`config.mk`:
```
export PLATFORM = sky130hd
export DESIGN_NAME = vcfs_sequencer
export DESIGN_NICKNAME = d
export VERILOG_FILES = /design/src/rtl/vcfs_pkg.sv /design/src/rtl/vcfs_sequencer.sv
export VERILOG_INCLUDE_DIRS = /design/src /design/src/rtl
export SDC_FILE = /design/constraint.sdc
export NUM_CORES = 1
export LEC_CHECK = 0
export BUFFER_PORTS_ARGS = -buffer_cell sky130_fd_sc_hd__buf_2
export CAP_MARGIN = 15
export CELL_PAD_IN_SITES_DETAIL_PLACEMENT = 1
export CELL_PAD_IN_SITES_GLOBAL_PLACEMENT = 2
export CORE_MARGIN = 3
export CORE_UTILIZATION = 41
export DETAILED_ROUTE_END_ITERATION = 6
export PLACE_DENSITY = 0.89
export SLEW_MARGIN = 25
export SYNTH_ARGS = -nofsm -noshare
export SYNTH_HDL_FRONTEND = slang
export SYNTH_SLANG_ARGS = --single-unit
```
`constraint.sdc`:
```
create_clock -name clk -period 20 [get_ports clk]
set_clock_uncertainty 0.1 [all_clocks]
set_input_delay 5 -clock clk [delete_from_list [all_inputs] [get_ports clk]]
set_output_delay 5 -clock clk [all_outputs]
set_load 0.1 [all_outputs]
```
`src/rtl/vcfs_defs.svh`:
```
// Constants for the vehicle control frame sequencer.
// Assumes a 100 MHz clock; included by bare name.
`ifndef VCFS_DEFS_SVH
`define VCFS_DEFS_SVH
`define VCFS_CLK_MHZ 100
`define VCFS_TICK_MS 10
`define VCFS_TICK_CYC (`VCFS_TICK_MS * 1000 * `VCFS_CLK_MHZ)
`define VCFS_INIT_S 30
`define VCFS_INIT_TICKS (`VCFS_INIT_S * 1000 / `VCFS_TICK_MS)
`define VCFS_MSG_TMO_MS 400
`define VCFS_MSG_TMO_TICKS (`VCFS_MSG_TMO_MS / `VCFS_TICK_MS)
`define VCFS_FRAMES 4
`define VCFS_HIST 5
`define VCFS_WHEELS 4
`define VCFS_KEY_FULL 2'h3
`define VCFS_KEY_STEP1 2'h1
`define VCFS_KEY_STEP2 2'h2
`define VCFS_READY_A 8'hA5
`define VCFS_READY_B 8'h5A
// AXI4-Lite map
`define VCFS_A_CTRL 8'h00
`define VCFS_A_STAT 8'h04
`define VCFS_A_CAL0 8'h08
`define VCFS_A_CAL1 8'h0C
`define VCFS_A_ODO_SEL 8'h10
`define VCFS_A_ODO_CNT 8'h14
`define VCFS_A_ODO_TIM 8'h18
`define VCFS_A_MSG_TMO 8'h1C
`define VCFS_CAL_DEFAULT 16'h1000
`define VCFS_CAL_MIN 16'h0C00
`define VCFS_CAL_MAX 16'h1400
`define VCFS_RESP_OK 2'h0
`define VCFS_RESP_SLVERR 2'h2
`endif

```
`src/rtl/vcfs_pkg.sv`:
```
// Types for the vehicle control frame sequencer.
// Assumes vcfs_defs.svh is compiled alongside.
package vcfs_pkg;
  typedef enum logic [5:0] {
    VCFS_ST_BOOT = 6'h01,
    VCFS_ST_INIT = 6'h02,
    VCFS_ST_SYNC = 6'h04,
    VCFS_ST_RUN = 6'h08,
    VCFS_ST_MON = 6'h10,
    VCFS_ST_HALT = 6'h20
  } vcfs_state_e;
endpackage : vcfs_pkg

```
`src/rtl/vcfs_sequencer.sv`:
```
// Frame sequencer and safety gate for one redundant processor channel.
// Assumes a 100 MHz clk, async reset_n, AXI4-Lite master on the bus,
// and twin/comm ready words on plain ports.
// Operation
// - Ten millisecond tick starts minor frame; four frames form major.
// - Each frame runs common input phase before its specific function.
// - Intact key: one holdoff pulse and torque forwarded per tick.
// - Broken key: holdoff pulse and torque command suppressed.
// - Any self-check failure clears the punch-in key.
// - Background check failure halts outside boot; no further ticks acknowledged.
// - Both forward or both aft safe, else closed loop stop.
// - New closed loop stop restarts cycle at minor frame one.
// - Keep counts and last pulse times for five frames.
// - Carrier present, no message for 400 ms of run ticks: normal stop.
// - In init only tick and monitor interrupts; others halt.
// - Init tick increments duration timer and sets step flag.
// - Thirty second window; inside it check comm ready, set own; expiry halts.
// - Sync on twin ready sequence; control begins next tick.
// - Key built in two steps: software init, then integrity.
// - Bad calibration factor in init cleared to default, fault queued.
// - Hard-wired input selects prime channel.
// - Cal default request sampled per tick; loads defaults.
// - Monitor request honoured only at rest; stops control.
//
// Decided for this implementation: the AXI4-Lite register port and the placing of the registers.
`timescale 1ns/1ns
`include "vcfs_defs.svh"
module vcfs_sequencer import vcfs_pkg::*; #(
  parameter int TICK_CYC = `VCFS_TICK_CYC,
  parameter int INIT_TICKS = `VCFS_INIT_TICKS,
  parameter int MSG_TICKS = `VCFS_MSG_TMO_TICKS,
  parameter int CNT_W = 16
) (
  input wire logic clk,
  input wire logic reset_n,
  // Pins, asynchronous to clk
  input wire logic [1:0] safe_fwd,
  input wire logic [1:0] safe_aft,
  input wire logic cal_default_req,
  input wire logic monitor_req,
  input wire logic monitor_btn,
  input wire logic other_irq,
  input wire logic prime_strap,
  input wire logic carrier_present,
  input wire logic msg_strobe,
  input wire logic [3:0] odo_pulse,
  // Same-clock status from other logic
  input wire logic vehicle_at_rest,
  input wire logic bg_fail,
  input wire logic self_check_fail,
  input wire logic init_checks_ok,
  input wire logic comm_ready,
  input wire logic [7:0] twin_ready_word,
  input wire logic [15:0] twin_cal0,
  input wire logic [15:0] twin_cal1,
  input wire logic [15:0] torque_in,
  // Outputs
  output logic holdoff_pulse,
  output logic [15:0] torque_cmd,
  output logic closed_loop_estop_cmd,
  output logic normal_stop_cmd,
  output logic [3:0] frame_onehot,
  output logic common_phase,
  output logic frame_func,
  output logic init_step_flag,
  output logic [7:0] own_ready_word,
  output logic is_prime,
  output logic fault_push,
  output logic halted,
  // AXI4-Lite slave
  input wire logic [7:0] s_axi_awaddr,
  input wire logic s_axi_awvalid,
  output logic s_axi_awready,
  input wire logic [31:0] s_axi_wdata,
  input wire logic [3:0] s_axi_wstrb,
  input wire logic s_axi_wvalid,
  output logic s_axi_wready,
  output logic [1:0] s_axi_bresp,
  output logic s_axi_bvalid,
  input wire logic s_axi_bready,
  input wire logic [7:0] s_axi_araddr,
  input wire logic s_axi_arvalid,
  output logic s_axi_arready,
  output logic [31:0] s_axi_rdata,
  output logic [1:0] s_axi_rresp,
  output logic s_axi_rvalid,
  input wire logic s_axi_rready
);

  localparam int NP = 16;
  // Reset release through two flops
  logic [1:0] rst_sync_q;
  logic rst_n;
  always_ff @(posedge clk or negedge reset_n) begin
    if (!reset_n) rst_sync_q <= 2'h0;
    else rst_sync_q <= {rst_sync_q[0], 1'h1};
  end
  assign rst_n = rst_sync_q[1];

  // Three-flop pin filter; value moves only when flops 2 and 3 agree
  logic [NP-1:0] pin_raw, p1_q, p2_q, p3_q, pin_q;
  assign pin_raw = {msg_strobe, carrier_present, prime_strap, other_irq,
                    monitor_btn, monitor_req, cal_default_req, safe_aft,
                    safe_fwd, odo_pulse, 1'h0};
  always_ff @(posedge clk or negedge rst_n) begin
    if (!rst_n) begin
      p1_q <= '0;
      p2_q <= '0;
      p3_q <= '0;
      pin_q <= '0;
    end else begin
      p1_q <= pin_raw;
      p2_q <= p1_q;
      p3_q <= p2_q;
      pin_q <= (p2_q & p3_q) | (pin_q & (p2_q | p3_q));
    end
  end
  logic [3:0] odo_s;
  logic [1:0] fwd_s, aft_s;
  logic cal_s, monr_s, monb_s, oirq_s, prime_s, carr_s, msg_s;
  assign odo_s = pin_q[4:1];
  assign fwd_s = pin_q[6:5];
  assign aft_s = pin_q[8:7];
  assign cal_s = pin_q[9];
  assign monr_s = pin_q[10];
  assign monb_s = pin_q[11];
  assign oirq_s = pin_q[12];
  assign prime_s = pin_q[13];
  assign carr_s = pin_q[14];
  assign msg_s = pin_q[15];

  // Master clock tick every ten milliseconds
  logic [31:0] tick_cnt_q;
  logic tick;
  always_ff @(posedge clk or negedge rst_n) begin
    if (!rst_n) tick_cnt_q <= '0;
    else if (tick) tick_cnt_q <= '0;
    else tick_cnt_q <= tick_cnt_q + 32'h1;
  end
  assign tick = (tick_cnt_q == 32'(TICK_CYC - 1));

  // Software control register fields
  logic sw_go_q, key_step2_req_q, msg_tmo_en_q;
  logic [15:0] cal0_q, cal1_q;
  logic [1:0] odo_sel_q;

  // Main state machine
  vcfs_state_e st_q;
  logic [15:0] init_ticks_q;
  logic [1:0] key_q;
  logic key_ok;
  logic halt_cause;
  assign key_ok = (key_q == `VCFS_KEY_FULL);
  // Halt: background failure, or stray interrupt during init or sync
  assign halt_cause = bg_fail ||
      ((st_q == VCFS_ST_INIT || st_q == VCFS_ST_SYNC) && oirq_s);
  logic twin_seen_a_q;
  always_ff @(posedge clk or negedge rst_n) begin
    if (!rst_n) begin
      st_q <= VCFS_ST_BOOT;
      init_ticks_q <= '0;
      init_step_flag <= 1'h0;
      own_ready_word <= 8'h00;
      twin_seen_a_q <= 1'h0;
      halted <= 1'h0;
    end else begin
      init_step_flag <= 1'h0;
      halted <= st_q == VCFS_ST_HALT;
      case (st_q)
        VCFS_ST_BOOT: if (sw_go_q) st_q <= VCFS_ST_INIT;
        VCFS_ST_INIT: begin
          if (halt_cause) st_q <= VCFS_ST_HALT;
          else if (monb_s) st_q <= VCFS_ST_MON;
          else begin
            if (tick) begin
              init_ticks_q <= init_ticks_q + 16'h1;
              init_step_flag <= 1'h1;
            end
            // Pass only inside the window and with comm ready
            if (init_checks_ok && key_ok && comm_ready &&
                init_ticks_q < 16'(INIT_TICKS)) begin
              own_ready_word <= `VCFS_READY_A;
              st_q <= VCFS_ST_SYNC;
            end else if (init_ticks_q >= 16'(INIT_TICKS))
              st_q <= VCFS_ST_HALT;
          end
        end
        VCFS_ST_SYNC: begin
          // A then B sequence: a stuck word never reads as ready
          if (halt_cause) st_q <= VCFS_ST_HALT;
          else if (twin_ready_word == `VCFS_READY_A) begin
            twin_seen_a_q <= 1'h1;
            own_ready_word <= `VCFS_READY_B;
          end else if (twin_seen_a_q &&
                       twin_ready_word == `VCFS_READY_B && tick)
            st_q <= VCFS_ST_RUN;
        end
        VCFS_ST_RUN: begin
          if (halt_cause) st_q <= VCFS_ST_HALT;
          else if (monr_s && vehicle_at_rest) st_q <= VCFS_ST_MON;
        end
        VCFS_ST_MON: if (bg_fail) st_q <= VCFS_ST_HALT;
        VCFS_ST_HALT: st_q <= VCFS_ST_HALT;
        default: st_q <= VCFS_ST_HALT;
      endcase
    end
  end

  // Punch-in key: two build steps, cleared by failure, never rebuilt
  logic key_dead_q;
  always_ff @(posedge clk or negedge rst_n) begin
    if (!rst_n) begin
      key_q <= 2'h0;
      key_dead_q <= 1'h0;
    end else if (self_check_fail || bg_fail || st_q == VCFS_ST_HALT ||
                 key_dead_q) begin
      key_q <= 2'h0;
      key_dead_q <= 1'h1;
    end else if (st_q == VCFS_ST_INIT) begin
      if (key_q == 2'h0) key_q <= `VCFS_KEY_STEP1;
      else if (key_q == `VCFS_KEY_STEP1 && key_step2_req_q)
        key_q <= key_q | `VCFS_KEY_STEP2;
    end
  end

  // Frame phase: common input cycle, then frame function cycle
  logic run_tick;
  logic [1:0] frame_idx_q;
  logic estop_q, estop_new;
  logic safe_vote;
  assign run_tick = tick && st_q == VCFS_ST_RUN && !halt_cause;
  assign safe_vote = (&fwd_s) || (&aft_s);
  assign estop_new = run_tick && !safe_vote && !estop_q;
  always_ff @(posedge clk or negedge rst_n) begin
    if (!rst_n) begin
      frame_idx_q <= 2'h3;
      frame_onehot <= 4'h0;
      common_phase <= 1'h0;
      frame_func <= 1'h0;
      closed_loop_estop_cmd <= 1'h0;
      estop_q <= 1'h0;
    end else begin
      common_phase <= run_tick;
      frame_func <= common_phase;
      if (run_tick) begin
        estop_q <= !safe_vote;
        closed_loop_estop_cmd <= !safe_vote;
        if (estop_new) begin
          frame_idx_q <= 2'h0;
          frame_onehot <= 4'h1;
        end else begin
          frame_idx_q <= frame_idx_q + 2'h1;
          frame_onehot <= 4'h1 << (frame_idx_q + 2'h1);
        end
      end
    end
  end

  // Holdoff pulse and torque gated by key each tick
  always_ff @(posedge clk or negedge rst_n) begin
    if (!rst_n) begin
      holdoff_pulse <= 1'h0;
      torque_cmd <= 16'h0000;
    end else begin
      holdoff_pulse <= run_tick && key_ok;
      if (run_tick) torque_cmd <= key_ok ? torque_in : 16'h0000;
      else if (!key_ok) torque_cmd <= 16'h0000;
    end
  end

  // Odometer counts and last pulse times, five frame history
  logic [CNT_W-1:0] odo_cnt_q [`VCFS_WHEELS];
  logic [31:0] odo_tim_q [`VCFS_WHEELS];
  logic [CNT_W-1:0] hist_cnt_q [`VCFS_HIST][`VCFS_WHEELS];
  logic [31:0] hist_tim_q [`VCFS_HIST][`VCFS_WHEELS];
  logic [31:0] time_q;
  logic [3:0] odo_d1_q;
  always_ff @(posedge clk or negedge rst_n) begin
    if (!rst_n) begin
      time_q <= '0;
      odo_d1_q <= '0;
      for (int w = 0; w < `VCFS_WHEELS; w++) begin
        odo_cnt_q[w] <= '0;
        odo_tim_q[w] <= '0;
        for (int h = 0; h < `VCFS_HIST; h++) begin
          hist_cnt_q[h][w] <= '0;
          hist_tim_q[h][w] <= '0;
        end
      end
    end else begin
      time_q <= time_q + 32'h1;
      odo_d1_q <= odo_s;
      for (int w = 0; w < `VCFS_WHEELS; w++) begin
        if (odo_s[w] && !odo_d1_q[w]) begin
          odo_cnt_q[w] <= odo_cnt_q[w] + 1'b1;
          odo_tim_q[w] <= time_q;
        end
        if (run_tick) begin
          hist_cnt_q[0][w] <= odo_cnt_q[w];
          hist_tim_q[0][w] <= odo_tim_q[w];
          for (int h = 1; h < `VCFS_HIST; h++) begin
            hist_cnt_q[h][w] <= hist_cnt_q[h-1][w];
            hist_tim_q[h][w] <= hist_tim_q[h-1][w];
          end
        end
      end
    end
  end

  // Uplink message timeout, counted in ticks
  logic [15:0] msg_age_q;
  logic msg_d1_q;
  always_ff @(posedge clk or negedge rst_n) begin
    if (!rst_n) begin
      msg_age_q <= '0;
      msg_d1_q <= 1'h0;
      normal_stop_cmd <= 1'h0;
    end else begin
      msg_d1_q <= msg_s;
      if (!carr_s || (msg_s && !msg_d1_q)) msg_age_q <= '0;
      else if (run_tick && msg_age_q < 16'(MSG_TICKS))
        msg_age_q <= msg_age_q + 16'h1;
      if (msg_tmo_en_q && carr_s && msg_age_q >= 16'(MSG_TICKS))
        normal_stop_cmd <= 1'h1;
      else if (!carr_s || msg_age_q < 16'(MSG_TICKS))
        normal_stop_cmd <= 1'h0;
    end
  end

  // Prime strap and calibration checks
  logic cal_bad;
  assign cal_bad = cal0_q != twin_cal0 || cal1_q != twin_cal1 ||
      cal0_q < `VCFS_CAL_MIN || cal0_q > `VCFS_CAL_MAX ||
      cal1_q < `VCFS_CAL_MIN || cal1_q > `VCFS_CAL_MAX;
  always_ff @(posedge clk or negedge rst_n) begin
    if (!rst_n) is_prime <= 1'h0;
    else is_prime <= prime_s;
  end

  // AXI4-Lite write path; cal factors also written by hardware
  logic aw_full_q, w_full_q;
  logic [7:0] aw_q;
  logic [31:0] wd_q;
  logic do_wr;
  assign do_wr = aw_full_q && w_full_q && !s_axi_bvalid;
  always_ff @(posedge clk or negedge rst_n) begin
    if (!rst_n) begin
      aw_full_q <= 1'h0;
      w_full_q <= 1'h0;
      aw_q <= '0;
      wd_q <= '0;
      s_axi_bvalid <= 1'h0;
      s_axi_bresp <= `VCFS_RESP_OK;
    end else begin
      if (s_axi_awvalid && s_axi_awready) begin
        aw_full_q <= 1'h1;
        aw_q <= s_axi_awaddr;
      end
      if (s_axi_wvalid && s_axi_wready) begin
        w_full_q <= 1'h1;
        wd_q <= s_axi_wdata;
      end
      if (do_wr) begin
        aw_full_q <= 1'h0;
        w_full_q <= 1'h0;
        s_axi_bvalid <= 1'h1;
        s_axi_bresp <= (aw_q == `VCFS_A_CTRL || aw_q == `VCFS_A_CAL0 ||
            aw_q == `VCFS_A_CAL1 || aw_q == `VCFS_A_ODO_SEL ||
            aw_q == `VCFS_A_STAT || aw_q == `VCFS_A_ODO_CNT ||
            aw_q == `VCFS_A_ODO_TIM || aw_q == `VCFS_A_MSG_TMO) ?
            `VCFS_RESP_OK : `VCFS_RESP_SLVERR;
      end else if (s_axi_bready) s_axi_bvalid <= 1'h0;
    end
  end
  always_ff @(posedge clk or negedge rst_n) begin
    if (!rst_n) begin
      s_axi_awready <= 1'h0;
      s_axi_wready <= 1'h0;
    end else begin
      s_axi_awready <= !aw_full_q && !(s_axi_awvalid && s_axi_awready);
      s_axi_wready <= !w_full_q && !(s_axi_wvalid && s_axi_wready);
    end
  end
  always_ff @(posedge clk or negedge rst_n) begin
    if (!rst_n) begin
      sw_go_q <= 1'h0;
      key_step2_req_q <= 1'h0;
      msg_tmo_en_q <= 1'h1;
      odo_sel_q <= 2'h0;
      cal0_q <= `VCFS_CAL_DEFAULT;
      cal1_q <= `VCFS_CAL_DEFAULT;
      fault_push <= 1'h0;
    end else begin
      fault_push <= 1'h0;
      if (do_wr && aw_q == `VCFS_A_CTRL && s_axi_wstrb[0]) begin
        sw_go_q <= wd_q[0];
        key_step2_req_q <= wd_q[1];
        msg_tmo_en_q <= wd_q[2];
      end
      if (do_wr && aw_q == `VCFS_A_ODO_SEL && s_axi_wstrb[0])
        odo_sel_q <= wd_q[1:0];
      // Hardware default load beats a software write in the same cycle
      if (tick && cal_s) begin
        cal0_q <= `VCFS_CAL_DEFAULT;
        cal1_q <= `VCFS_CAL_DEFAULT;
      end else if (st_q == VCFS_ST_INIT && cal_bad) begin
        cal0_q <= `VCFS_CAL_DEFAULT;
        cal1_q <= `VCFS_CAL_DEFAULT;
        fault_push <= 1'h1;
      end else if (do_wr && aw_q == `VCFS_A_CAL0 && &s_axi_wstrb[1:0])
        cal0_q <= wd_q[15:0];
      else if (do_wr && aw_q == `VCFS_A_CAL1 && &s_axi_wstrb[1:0])
        cal1_q <= wd_q[15:0];
    end
  end

  // AXI4-Lite read path, one answer per address
  always_ff @(posedge clk or negedge rst_n) begin
    if (!rst_n) begin
      s_axi_arready <= 1'h0;
      s_axi_rvalid <= 1'h0;
      s_axi_rdata <= '0;
      s_axi_rresp <= `VCFS_RESP_OK;
    end else begin
      s_axi_arready <= !s_axi_rvalid && !s_axi_arready;
      if (s_axi_arvalid && s_axi_arready) begin
        s_axi_rvalid <= 1'h1;
        s_axi_rresp <= `VCFS_RESP_OK;
        case (s_axi_araddr)
          `VCFS_A_CTRL: s_axi_rdata <= {29'h0, msg_tmo_en_q,
                                        key_step2_req_q, sw_go_q};
          `VCFS_A_STAT: s_axi_rdata <= {4'h0, init_ticks_q, frame_onehot,
                                        2'h0, st_q};
          `VCFS_A_CAL0: s_axi_rdata <= {16'h0000, cal0_q};
          `VCFS_A_CAL1: s_axi_rdata <= {16'h0000, cal1_q};
          `VCFS_A_ODO_SEL: s_axi_rdata <= {30'h0, odo_sel_q};
          `VCFS_A_ODO_CNT: s_axi_rdata <= 32'(odo_cnt_q[odo_sel_q]);
          `VCFS_A_ODO_TIM: s_axi_rdata <= odo_tim_q[odo_sel_q];
          `VCFS_A_MSG_TMO: s_axi_rdata <= {16'h0000, msg_age_q};
          default: begin
            s_axi_rdata <= 32'h0;
            s_axi_rresp <= `VCFS_RESP_SLVERR;
          end
        endcase
      end else if (s_axi_rready) s_axi_rvalid <= 1'h0;
    end
  end

endmodule : vcfs_sequencer

```
* Word-level counts from Yosys, hierarchy flattened
Cells that the tools add are included.
Cells by class: add/sub/neg operators 9, order comparisons 9, equal/unequal tests 40, shift-type cells 1, multiplexer cells 62, bitwise gates (word level) 7, reductions and logical operators 101
Operators with widths (count):
- $pmux W32 S8 | 1
- $mux W16 | 14
- $add A16 B1 Y16 const B | 6
- $mux W32 | 3
- $mux W6 | 11
- $add A32 B1 Y32 const B | 2
- $bmux W32 S2 | 1
- $eq A8 B5 Y1 const B | 8
- $lt A16 B12 Y1 const B | 3
- $mux W8 | 5
- $logic_and A1 B1 Y1 | 39
- $and A16 B16 Y16 | 2
- $bmux W16 S2 | 1
- $eq A32 B20 Y1 const B | 1
- $eq A8 B4 Y1 const B | 4
- $gt A16 B13 Y1 const B | 2
- $ne A16 B16 Y1 | 2
- $or A16 B16 Y16 | 2
- $pmux W6 S5 | 1
- $logic_or A1 B1 Y1 | 20
- $reduce_bool A2 Y1 | 9
- $eq A8 B3 Y1 const B | 2
- $ge A16 B12 Y1 const B | 1
- $ge A16 B6 Y1 const B | 1
- 34 further kinds | 88
Storage, ports and cells: bits in registers 509, input port bits 135, output and inout bits 78, logic and storage cells 284

* Logic depth before layout (Yosys ltp)
Gate-level depths: netlist of the first run.
word-level depth 9, gate-level depth with buffers 9, gate-level depth less buffers 6

* Worst setup path before layout of the first run
No wires, ideal clock.
path type input -> register, start point in s_axi_araddr[4], end point reg s_axi_rdata[8], setup time 66 ps, arrival 6822 ps, required time 19834 ps, setup slack 13011 ps, stages 7, path buffers 2, cell sequence clkbuf_1 -> nor4_1 -> and2_0 -> clkbuf_1 -> a32oi_1 -> a41oi_1 -> a21o_1
On the way: word-level cells in the longest chain between the ends 2, elaborated cells between the ends (all ways) 9, classes of those cells 7 x eq/ne; 1 x mux; 1 x reduce/logical
Ends and longest elaborated chain:
- start, declared | line vcfs_sequencer.sv:81 | input wire logic [7:0] s_axi_araddr,
- $eq A8 B5 Y1, or another cell as far along | line vcfs_sequencer.sv:429 | case (s_axi_araddr)
- $pmux W32 S8 * | line vcfs_sequencer.sv:429
- end signal, assigned | line vcfs_sequencer.sv:430 | `VCFS_A_CTRL: s_axi_rdata <= {29'h0, msg_tmo_en_q,
- end signal, assigned | line vcfs_sequencer.sv:432 | `VCFS_A_STAT: s_axi_rdata <= {4'h0, init_ticks_q, frame_onehot,
- end signal, assigned | line vcfs_sequencer.sv:434 | `VCFS_A_CAL0: s_axi_rdata <= {16'h0000, cal0_q};
- end, declared | line vcfs_sequencer.sv:84 | output logic [31:0] s_axi_rdata,
Mark *: on every way between the ends. The rest lies on a longest branch, timed or not. A chain may end at the register's enable or synchronous reset.

* Worst setup path in the final report of the first run
start point in s_axi_araddr[2], end point reg s_axi_rdata[27]
Same word-level chain as after synthesis.

==> flow_summary.yaml, run 1 <==
yosys:
  yosysSeqAreaShare_pct: 56.7
  ys_ff_latch: 500
  yosys.area_share.simple_pct: 13.3
  synth_edf_count: 0
  syn_area_um2: 22100
  synth_top_family_by_area: "simple AND/OR/NAND/NOR gates"
  synth_ff_type: "dfrtp_1"
  synthArstFlopShare_pct: 100
  synthAdderAreaFrac_pct: 1.47
  ys_warn_count: 0
  synth_compound_area_share_pct: 6.33
  syn_area_per_cell_um2: 12.2
  synth-xor-area-share_pct: 6.50
  synth_cell_types: 68
  synth.mux.area_fraction_pct: 13.0
  synthCells: 1817
timing:
  layout_min_cycle_time_ns: 6.72
  worst_slew_pin_slew_ns: 1.07
  max_freq_ghz: 0.149
  rsz0062_at_grt: "no"
  layout_worst_path_cycle_share_pct: 33.6
  tns_ns: 0
  drv_slew: 0
  relSlewSlack_pct: 28.3
  finalHoldViolations: 0
  setup_viol: 0
hold_path:
  hp-class: "reg -> reg"
  whs_path_depth: 0
clock_network:
  cts-htree-levels: 2
  cts_tree: "built"
  clkTransAtPathRegs_ns: 0.06
  cts_buffers: 54
  hold_buffers: 0
  cts_resized: 0
  postCtsSetupBuffers: 0
  cts_max_path_buffers: 3
  cts.sinks: 500
  root_buffer: "clkbuf_16"
  insertion_delay_ns: 0.61
cells_and_area:
  layout_common_cells: "dfrtp_1 (491), nand2_1 (192), buf_2 (192)"
  stdcell_count: 2725
  synthToLayoutAreaGrowth_pct: 16.4
  n_fill_cell: 5549
  multi_input_area_um2: 9060
  layout.nets: 2137
  layout.cells.most_common: "dfrtp_1"
  drive_gt1_share_pct: 26.1
  seq_area_um2: 12500
place:
  dpl.hpwl_um: 39900
  dp.cells: 2620
  place_congestion: 0.834
  io_buffers: 192
drt:
  viasPerCell: 5.62
  drt_pass1_iterations: 5
  dr_total_vias: 15300
  wl_um: 60200
  ant_nets: 0
  drt_iter0_drc: 1112
  wl_per_cell_um: 22.1
  drc: 0
worst_setup_path:
  crit_path_max_fanout: 16
  start_kind: "input pin"
  rr_worst_depth: 5
  endpoint_kind: "flop"
  crit_type: "in -> reg"
  cp_data_required_time_ns: 20.44
  cp.arrival_ns: 7.16
die:
  ios: 213
  core_area_um2: 53000
  initial_core_util_pct: 41.7
  fp.dieH_um: 238
  die_area_um2: 56700
  die_x_um: 238
  rows: 84
global_routing:
  grt_pass1_vias: 16800
  grt_first_pass_wirelength_um: 95400
  gr-total-overflow: 0
  grt_max_degree: 151
  track_usage_pct: 21.3
  antenna_found_initial: 3
power:
  peakVddDrop_v: 0.0000647
  leakage_nw: 11.6
  powerDensity_nw_per_um2: 98.6
run_status:
  status: "complete, no violations"
flow_run:
  maxCapViolations: 0
## cell families (layout without fill, tap and decap cells)
kind of cell / after synthesis / in the layout
multiplexers: 212 / 212
adder cells (fa/ha/maj): 29 / 29
AO/OA/AOI/OAI: 205 / 205
flip-flops: 500 / 500
other: 2 / 7
XOR/XNOR: 164 / 164
buffers and inverters: 136 / 351
AND/OR/NAND/NOR: 569 / 569
## critical path: stages
cell and delay [ns]:
buf_2 0.27, nor4b_2 0.27, buf_4 0.26, and2_0 0.16, buf_4 0.22, nor2b_2 0.57, a22oi_1 0.27, nand2_1 0.12
## power by group
part,internal (mW),switching [mW]
Combinational,0.112,0.172
Sequential,1.09,0.0836
Clock,0.649,0.427
Total,1.85,0.682
## cell usage after synthesis (4+ instances only)
library cell | n | area, um^2
dfrtp_1 | 494 | 12400
nand2_1 | 192 | 721
mux2_2 | 130 | 1460
xnor2_1 | 120 | 1050
nand3_1 | 97 | 485
clkbuf_1 | 72 | 270
nor2_1 | 62 | 233
nand4_1 | 54 | 338
o21ai_0 | 50 | 250
mux4_2 | 47 | 1060
xor2_1 | 44 | 385
mux2i_1 | 35 | 350
a211oi_1 | 30 | 225
inv_1 | 29 | 109
nor3_1 | 28 | 140
a21oi_1 | 24 | 120
a22oi_1 | 24 | 180
and3_1 | 24 | 150
nor4_1 | 20 | 125
a21o_1 | 16 | 120
and2_1 | 16 | 100
maj3_1 | 15 | 150
a32oi_1 | 14 | 123
ha_1 | 14 | 175
a41oi_1 | 12 | 105
buf_1 | 12 | 45.0
and4_1 | 11 | 96.3
a31oi_1 | 10 | 62.6
buf_2 | 10 | 50.1
buf_4 | 9 | 67.6
a22o_1 | 8 | 70.1
nand2b_1 | 8 | 50.1
nor2b_1 | 8 | 50.1
or3_1 | 7 | 43.8
dfstp_2 | 6 | 158
nor4b_1 | 5 | 43.8
or4_1 | 5 | 37.5
nor4bb_1 | 4 | 40.0
## metrics by stage
step           total power [mW]  utilization (%)  setup slack (ns)  hold WS (ns)  area (um^2)
2_1_floorplan              1.37                -              4.94         0.231        22100
3_3_place_gp               1.46             44.8             12.46         0.231        23700
3_5_place_dp               1.48             44.8             12.34         0.236        23700
4_1_cts                    2.56             48.5             12.99         0.248        25700
5_1_grt                    2.63             48.5             13.14         0.253        25700
6_report                   2.53             48.5             13.28         0.247        25700
## sequential cells by signal (all words and copies together), names as in the netlist, 16 cells and up
signal / count
init_ticks_q: 16
cal1_q: 16
odo_cnt_q: 64
s_axi_rdata: 32
odo_tim_q: 128
wd_q: 16
tick_cnt_q: 32
cal0_q: 16
msg_age_q: 16
time_q: 32
torque_cmd: 16
## metal layers
layer / global-route usage [%] / share of wire (%) / vias to the layer above / wire (um)
met5: 0 / 0 / - / 0
met1: 28.1 / 43 / 8007 / 26000
met4: 6.98 / 2.9 / 0 / 1730
met2: 35.9 / 49 / 359 / 29500
met3: 3.68 / 5.0 / 102 / 3030
li1: - / - / 6850 / -
## worst paths after layout
kind / start / end / slack [ns]
min in group asynchronous: rst_sync_q[1] / p1_q[12] / 0.32
hold / removal: p1_q[4] / p2_q[4] / 0.25
setup / recovery: s_axi_araddr[2] / s_axi_rdata[27] / 13.28
max in group asynchronous: reset_n / rst_sync_q[1] / 15.63
setup reg to reg: aw_q[0] / cal1_q[12] / 16.91
hold reg to reg: p1_q[4] / p2_q[4] / 0.25
## final cells by class
cell class                 count  area share [%]
clock buffer                  70            5.85
tap                          688            3.35
antenna                        4          0.0390
sequential                   500            48.7
multi-input combinational   1182            35.3
inverter                      29           0.424
timing repair buffer         221            4.68
clock inverter                31            1.66
(Power assumes the default switching activity.)
==> run 2, diff against run 1 <==
- CORE_UTILIZATION: 41 -> 37
- PLACE_DENSITY: 0.89 -> 0.86
- clock period: 20 -> 5.8 ns (I/O delays scaled with it)
==> flow_summary.yaml, run 2 (synthesized netlist as in run 1, its figures left out) <==
run_status:
  status: "complete, no violations"
timing:
  relSlewSlack_pct: 33.5
  layout_worst_path_cycle_share_pct: 55.6
  layout_min_cycle_time_ns: 3.22
  drv_slew: 0
  max_freq_ghz: 0.310
  worst_slew_pin_slew_ns: 0.990
  finalHoldViolations: 0
  rsz0062_at_grt: "no"
  tns_ns: 0
  setup_viol: 0
place:
  place_congestion: 0.862
  dpl.hpwl_um: 40300
  placed_area_um2: 23900
  io_buffers: 192
drt:
  drt_iter0_drc: 978
  wl_per_cell_um: 21.5
  drt_pass1_iterations: 5
  wl_um: 60300
  ant_nets: 0
  drc: 0
  viasPerCell: 5.49
  dr_total_vias: 15400
worst_setup_path:
  cp_top_family: "simple AND/OR/NAND/NOR gates"
  endpoint_kind: "flop"
  cp.arrival_ns: 3.65
  crit_path_max_fanout: 19
  cp_cell_sequence: "buf_2, nor3_1, nand4_1, buf_4, nor2b_2, a22oi_1, nand2_1"
  start_kind: "input pin"
  critPathSlowestCell: "nor3_1"
  max_stage_delay_ns: 0.75
  cp_data_required_time_ns: 6.23
  path_buf_inv: 2
  crit_type: "in -> reg"
global_routing:
  track_usage_pct: 19.2
  grt_first_pass_wirelength_um: 96700
  grt_pass1_vias: 16500
  antenna_found_initial: 0
  grt_max_degree: 198
  gr-total-overflow: 0
clock_network:
  cts_buffers: 54
  postCtsSetupBuffers: 0
  cts-htree-levels: 2
  cts_resized: 0
  cts.sinks: 500
  hold_buffers: 0
  insertion_delay_ns: 0.59
  clkTransAtPathRegs_ns: 0.06
  cts_tree: "built"
  root_buffer: "clkbuf_16"
  cts_max_path_buffers: 3
cells_and_area:
  largestRegisters: "odo_tim_q x128, odo_cnt_q x64"
  antenna_cells: 0
  layout_common_cells: "dfrtp_1 (491), nand2_1 (192), buf_2 (192)"
  largest_reg_flops: 128
  synthToLayoutAreaGrowth_pct: 16.6
  fin_util_pct: 44.1
  fin_area_um2: 25800
  layout.cells.most_common: "dfrtp_1"
  largest_register: "odo_tim_q"
  drive_gt1_share_pct: 25.8
  layout.nets: 2140
flow_run:
  maxCapViolations: 0
die:
  ios: 213
  rows: 88
  fp.dieH_um: 250
  core_area_um2: 58400
  initial_core_util_pct: 37.8
  die_x_um: 250
  die_area_um2: 62600
power:
  leakage_nw: 11.6
  powerDensity_nw_per_um2: 333
  p_total_mw: 8.58
  peakVddDrop_v: 0.000276
hold_path:
  hp-class: "reg -> async"
==> run 2: cell types whose count changed in the layout (fill, tap and decap cells not counted), sizes merged <==
| cell | previous run | this run |
|---|---|---|
| bufinv | 9 | 6 |
| clkinvlp | 4 | 2 |
| inv | 30 | 31 |
| buf | 221 | 224 |
| clkinv | 17 | 11 |
| diode | 4 | 0 |
| clkbuf | 70 | 79 |
==> run 2: area by class of cell <==
class                           count  area [um^2]
Sequential cell                   500        12500
Multi-Input combinational cell   1182         9060
Inverter                           29          109
Timing Repair Buffer              224         1270
Clock inverter                     21          275
Tap cell                          765          957
Clock buffer                       79         1560
Fill cell                        6167        32600
==> run 2: routing by layer <==
metal	vias to the layer above	global-route usage (%)	routed length (um)
li1	6837	-	-
met1	8118	26.4	26900
met2	330	32.2	29600
met3	77	3.03	2610
met4	0	4.35	1090
met5	-	0	0
==> run 2: per-stage QoR <==
step                hold WS, ns  cells  setup slack (ns)
floorplan                 0.231   1818             0.829
global placement          0.202   2697              1.71
detailed placement        0.212   2698              1.68
CTS                       0.203   2798              2.28
global route              0.238   2800              2.49
finish                    0.196   2800              2.58
==> run 2: worst paths after layout <==
| check | from | slack [ns] | end | cells after the start |
|---|---|---|---|---|
| setup / recovery | s_axi_araddr[5] | 2.58 | s_axi_rdata[21] | 7 |
| hold / removal | rst_sync_q[1] | 0.20 | s_axi_rdata[21] | 0 |
| setup reg to reg | tick_cnt_q[0] | 2.71 | init_ticks_q[12] | 6 |
| hold reg to reg | rst_sync_q[1] | 0.20 | s_axi_rdata[21] | 0 |
| max in group asynchronous | rst_sync_q[1] | 3.86 | p1_q[1] | 2 |
| min in group clk | p1_q[14] | 0.25 | p2_q[14] | 0 |
==> run 2: worst reg2reg max path, stage by stage (launching register included) <==
cell     delay (ns)
dfrtp_1        0.39
ha_1           0.24
or4bb_1        0.50
or4_4          0.45
nor4_4         0.83
nand4_1        0.28
xnor2_1        0.19
==> run 2: where the power goes <==
| part | internal (mW) | switching [mW] | total (mW) |
|---|---|---|---|
| Sequential | 3.76 | 0.282 | 4.04 |
| Combinational | 0.392 | 0.593 | 0.985 |
| Clock | 2.13 | 1.43 | 3.55 |
| Total | 6.27 | 2.30 | 8.58 |
==> run 3, diff against run 2 <==
- clock period: 5.8 -> 2.8 ns (I/O delays scaled with it)
==> flow_summary.yaml, run 3 (synthesized netlist as in run 1, its figures left out) <==
cells_and_area:
  largestRegisters: "odo_tim_q x128, odo_cnt_q x64"
  fin_area_um2: 26300
  layout.nets: 2183
  n_fill_cell: 6168
  layout_common_cells: "dfrtp_1 (491), nand2_1 (192), buf_2 (192)"
  layout.cells.most_common: "dfrtp_1"
  largest_reg_flops: 128
  drive_gt1_share_pct: 27.7
  synthToLayoutAreaGrowth_pct: 19.1
  largest_register: "odo_tim_q"
worst_setup_path:
  crit_path_start: "tick_cnt_q[15]"
  rr_startpoint: "tick_cnt_q[15]"
  start_kind: "flop"
  cp_top_family: "simple AND/OR/NAND/NOR gates"
  cp_cell_sequence: "or4b_1, or4_4, or3_1, buf_6, nor4_2, mux2i_1"
  cp.arrival_ns: 3.14
  max_stage_delay_ns: 0.56
  rrSetupSlack_ns: 0.08
  cp.depth: 6
  cp_data_required_time_ns: 3.22
  crit_type: "reg -> reg"
  path_buf_inv: 1
  r2r_end: "msg_age_q[2]"
  critPathSlowestCell: "or4b_1"
  rr_worst_depth: 6
  endpoint: "msg_age_q[2]"
  crit_path_max_fanout: 28
  endpoint_kind: "flop"
clock_network:
  cts_max_path_buffers: 3
  cts_tree: "built"
  postCtsSetupBuffers: 0
  root_buffer: "clkbuf_16"
  cts_buffers: 54
  cts.sinks: 500
  insertion_delay_ns: 0.61
  clkTransAtPathRegs_ns: 0.06
  cts-htree-levels: 2
place:
  io_buffers: 192
  dpl.hpwl_um: 42900
  place_congestion: 0.838
  placed_area_um2: 24300
hold_path:
  hold_start: "prime_strap"
  hp-class: "in -> reg"
drt:
  drc: 0
  ant_nets: 0
  wl_um: 62000
  wl_per_cell_um: 21.8
  drt_pass1_iterations: 5
  dr_total_vias: 15500
  drt_iter0_drc: 1086
  viasPerCell: 5.46
die:
  fp.dieH_um: 250
  die_x_um: 250
  die_area_um2: 62600
  initial_core_util_pct: 37.8
  ios: 213
  rows: 88
  core_area_um2: 58400
global_routing:
  grt_max_degree: 77
  grt_pass1_vias: 17100
  antenna_found_initial: 3
  gr-total-overflow: 0
  track_usage_pct: 19.8
  grt_first_pass_wirelength_um: 99300
timing:
  finalHoldViolations: 0
  layout_min_cycle_time_ns: 2.72
  relSlewSlack_pct: 41.6
  layout_worst_path_cycle_share_pct: 97.1
  max_freq_ghz: 0.368
  setup_viol: 0
  drv_slew: 0
  rsz0062_at_grt: "no"
  worst_slew_pin_slew_ns: 0.876
power:
  leakage_nw: 11.9
  p_comb_share_pct: 11.4
  clkPwrFrac_pct: 42.2
  p_total_mw: 18.1
  internal_power_mw: 13.3
  switching_share_pct: 26.8
  powerDensity_nw_per_um2: 690
  p_switching_mw: 4.86
  seqPwrFrac_pct: 46.4
  peakVddDrop_v: 0.000463
flow_run:
  maxCapViolations: 0
run_status:
  status: "complete, no violations"
[run 3: worst min-delay path by stage]
stage	end	slack, ns	cells after the start
after floorplan	p2_q[10]	0.23	0
after global placement	p2_q[8]	0.23	0
after detailed placement	p2_q[10]	0.24	0
after CTS	p1_q[13]	0.06	1
after global routing	p1_q[15]	0.07	1
final	p1_q[13]	0.10	1
[run 3: final cells by class]
type | count | area, um^2 | share of cell area [%]
diodes | 2 | 5.00 | 0.0190
well taps | 765 | 957 | 3.64
repair buffers | 267 | 1690 | 6.44
multi-input cells | 1182 | 9060 | 34.5
clock inverters | 25 | 338 | 1.28
flip-flops and latches | 500 | 12500 | 47.6
clock buffers | 77 | 1610 | 6.12
inverters | 29 | 109 | 0.414
[run 3: through the flow]
stage / util [%] / TNS [ns] / hold WS [ns] / worst slack, ns / cells
2_1_floorplan: - / -1073.80 / 0.231 / -2.17 / 1818
3_3_place_gp: 41.7 / 0 / 0.233 / 0.0406 / 2742
3_5_place_dp: 41.7 / 0 / 0.236 / 0.00733 / 2742
4_1_cts: 45.0 / 0 / 0.0622 / 0.00736 / 2845
5_1_grt: 45.1 / 0 / 0.0659 / 0.0119 / 2847
6_report: 45.1 / 0 / 0.103 / 0.0824 / 2847
[run 3: metal layers]
metal | GRT usage, % | share of wire (%)
met1 | 26.6 | 44
met2 | 33.3 | 49
met3 | 3.29 | 4.3
met4 | 5.03 | 2.2
met5 | 0 | 0.015
[run 3: repair_timing]
item	CTS	global route
setup endpoints to repair	0	7
hold buffers	1	0
hold endpoints to repair	2	0
gates resized for setup	0	3
[run 3: power by group through the flow]
stage,combinational [mW],sequential [mW],clock [mW]
floorplan,1.12,8.67,0
global placement,2.00,8.47,0
detailed placement,2.08,8.53,0
CTS,2.10,8.41,7.85
global route,2.24,8.50,8.19
finish,2.06,8.42,7.65
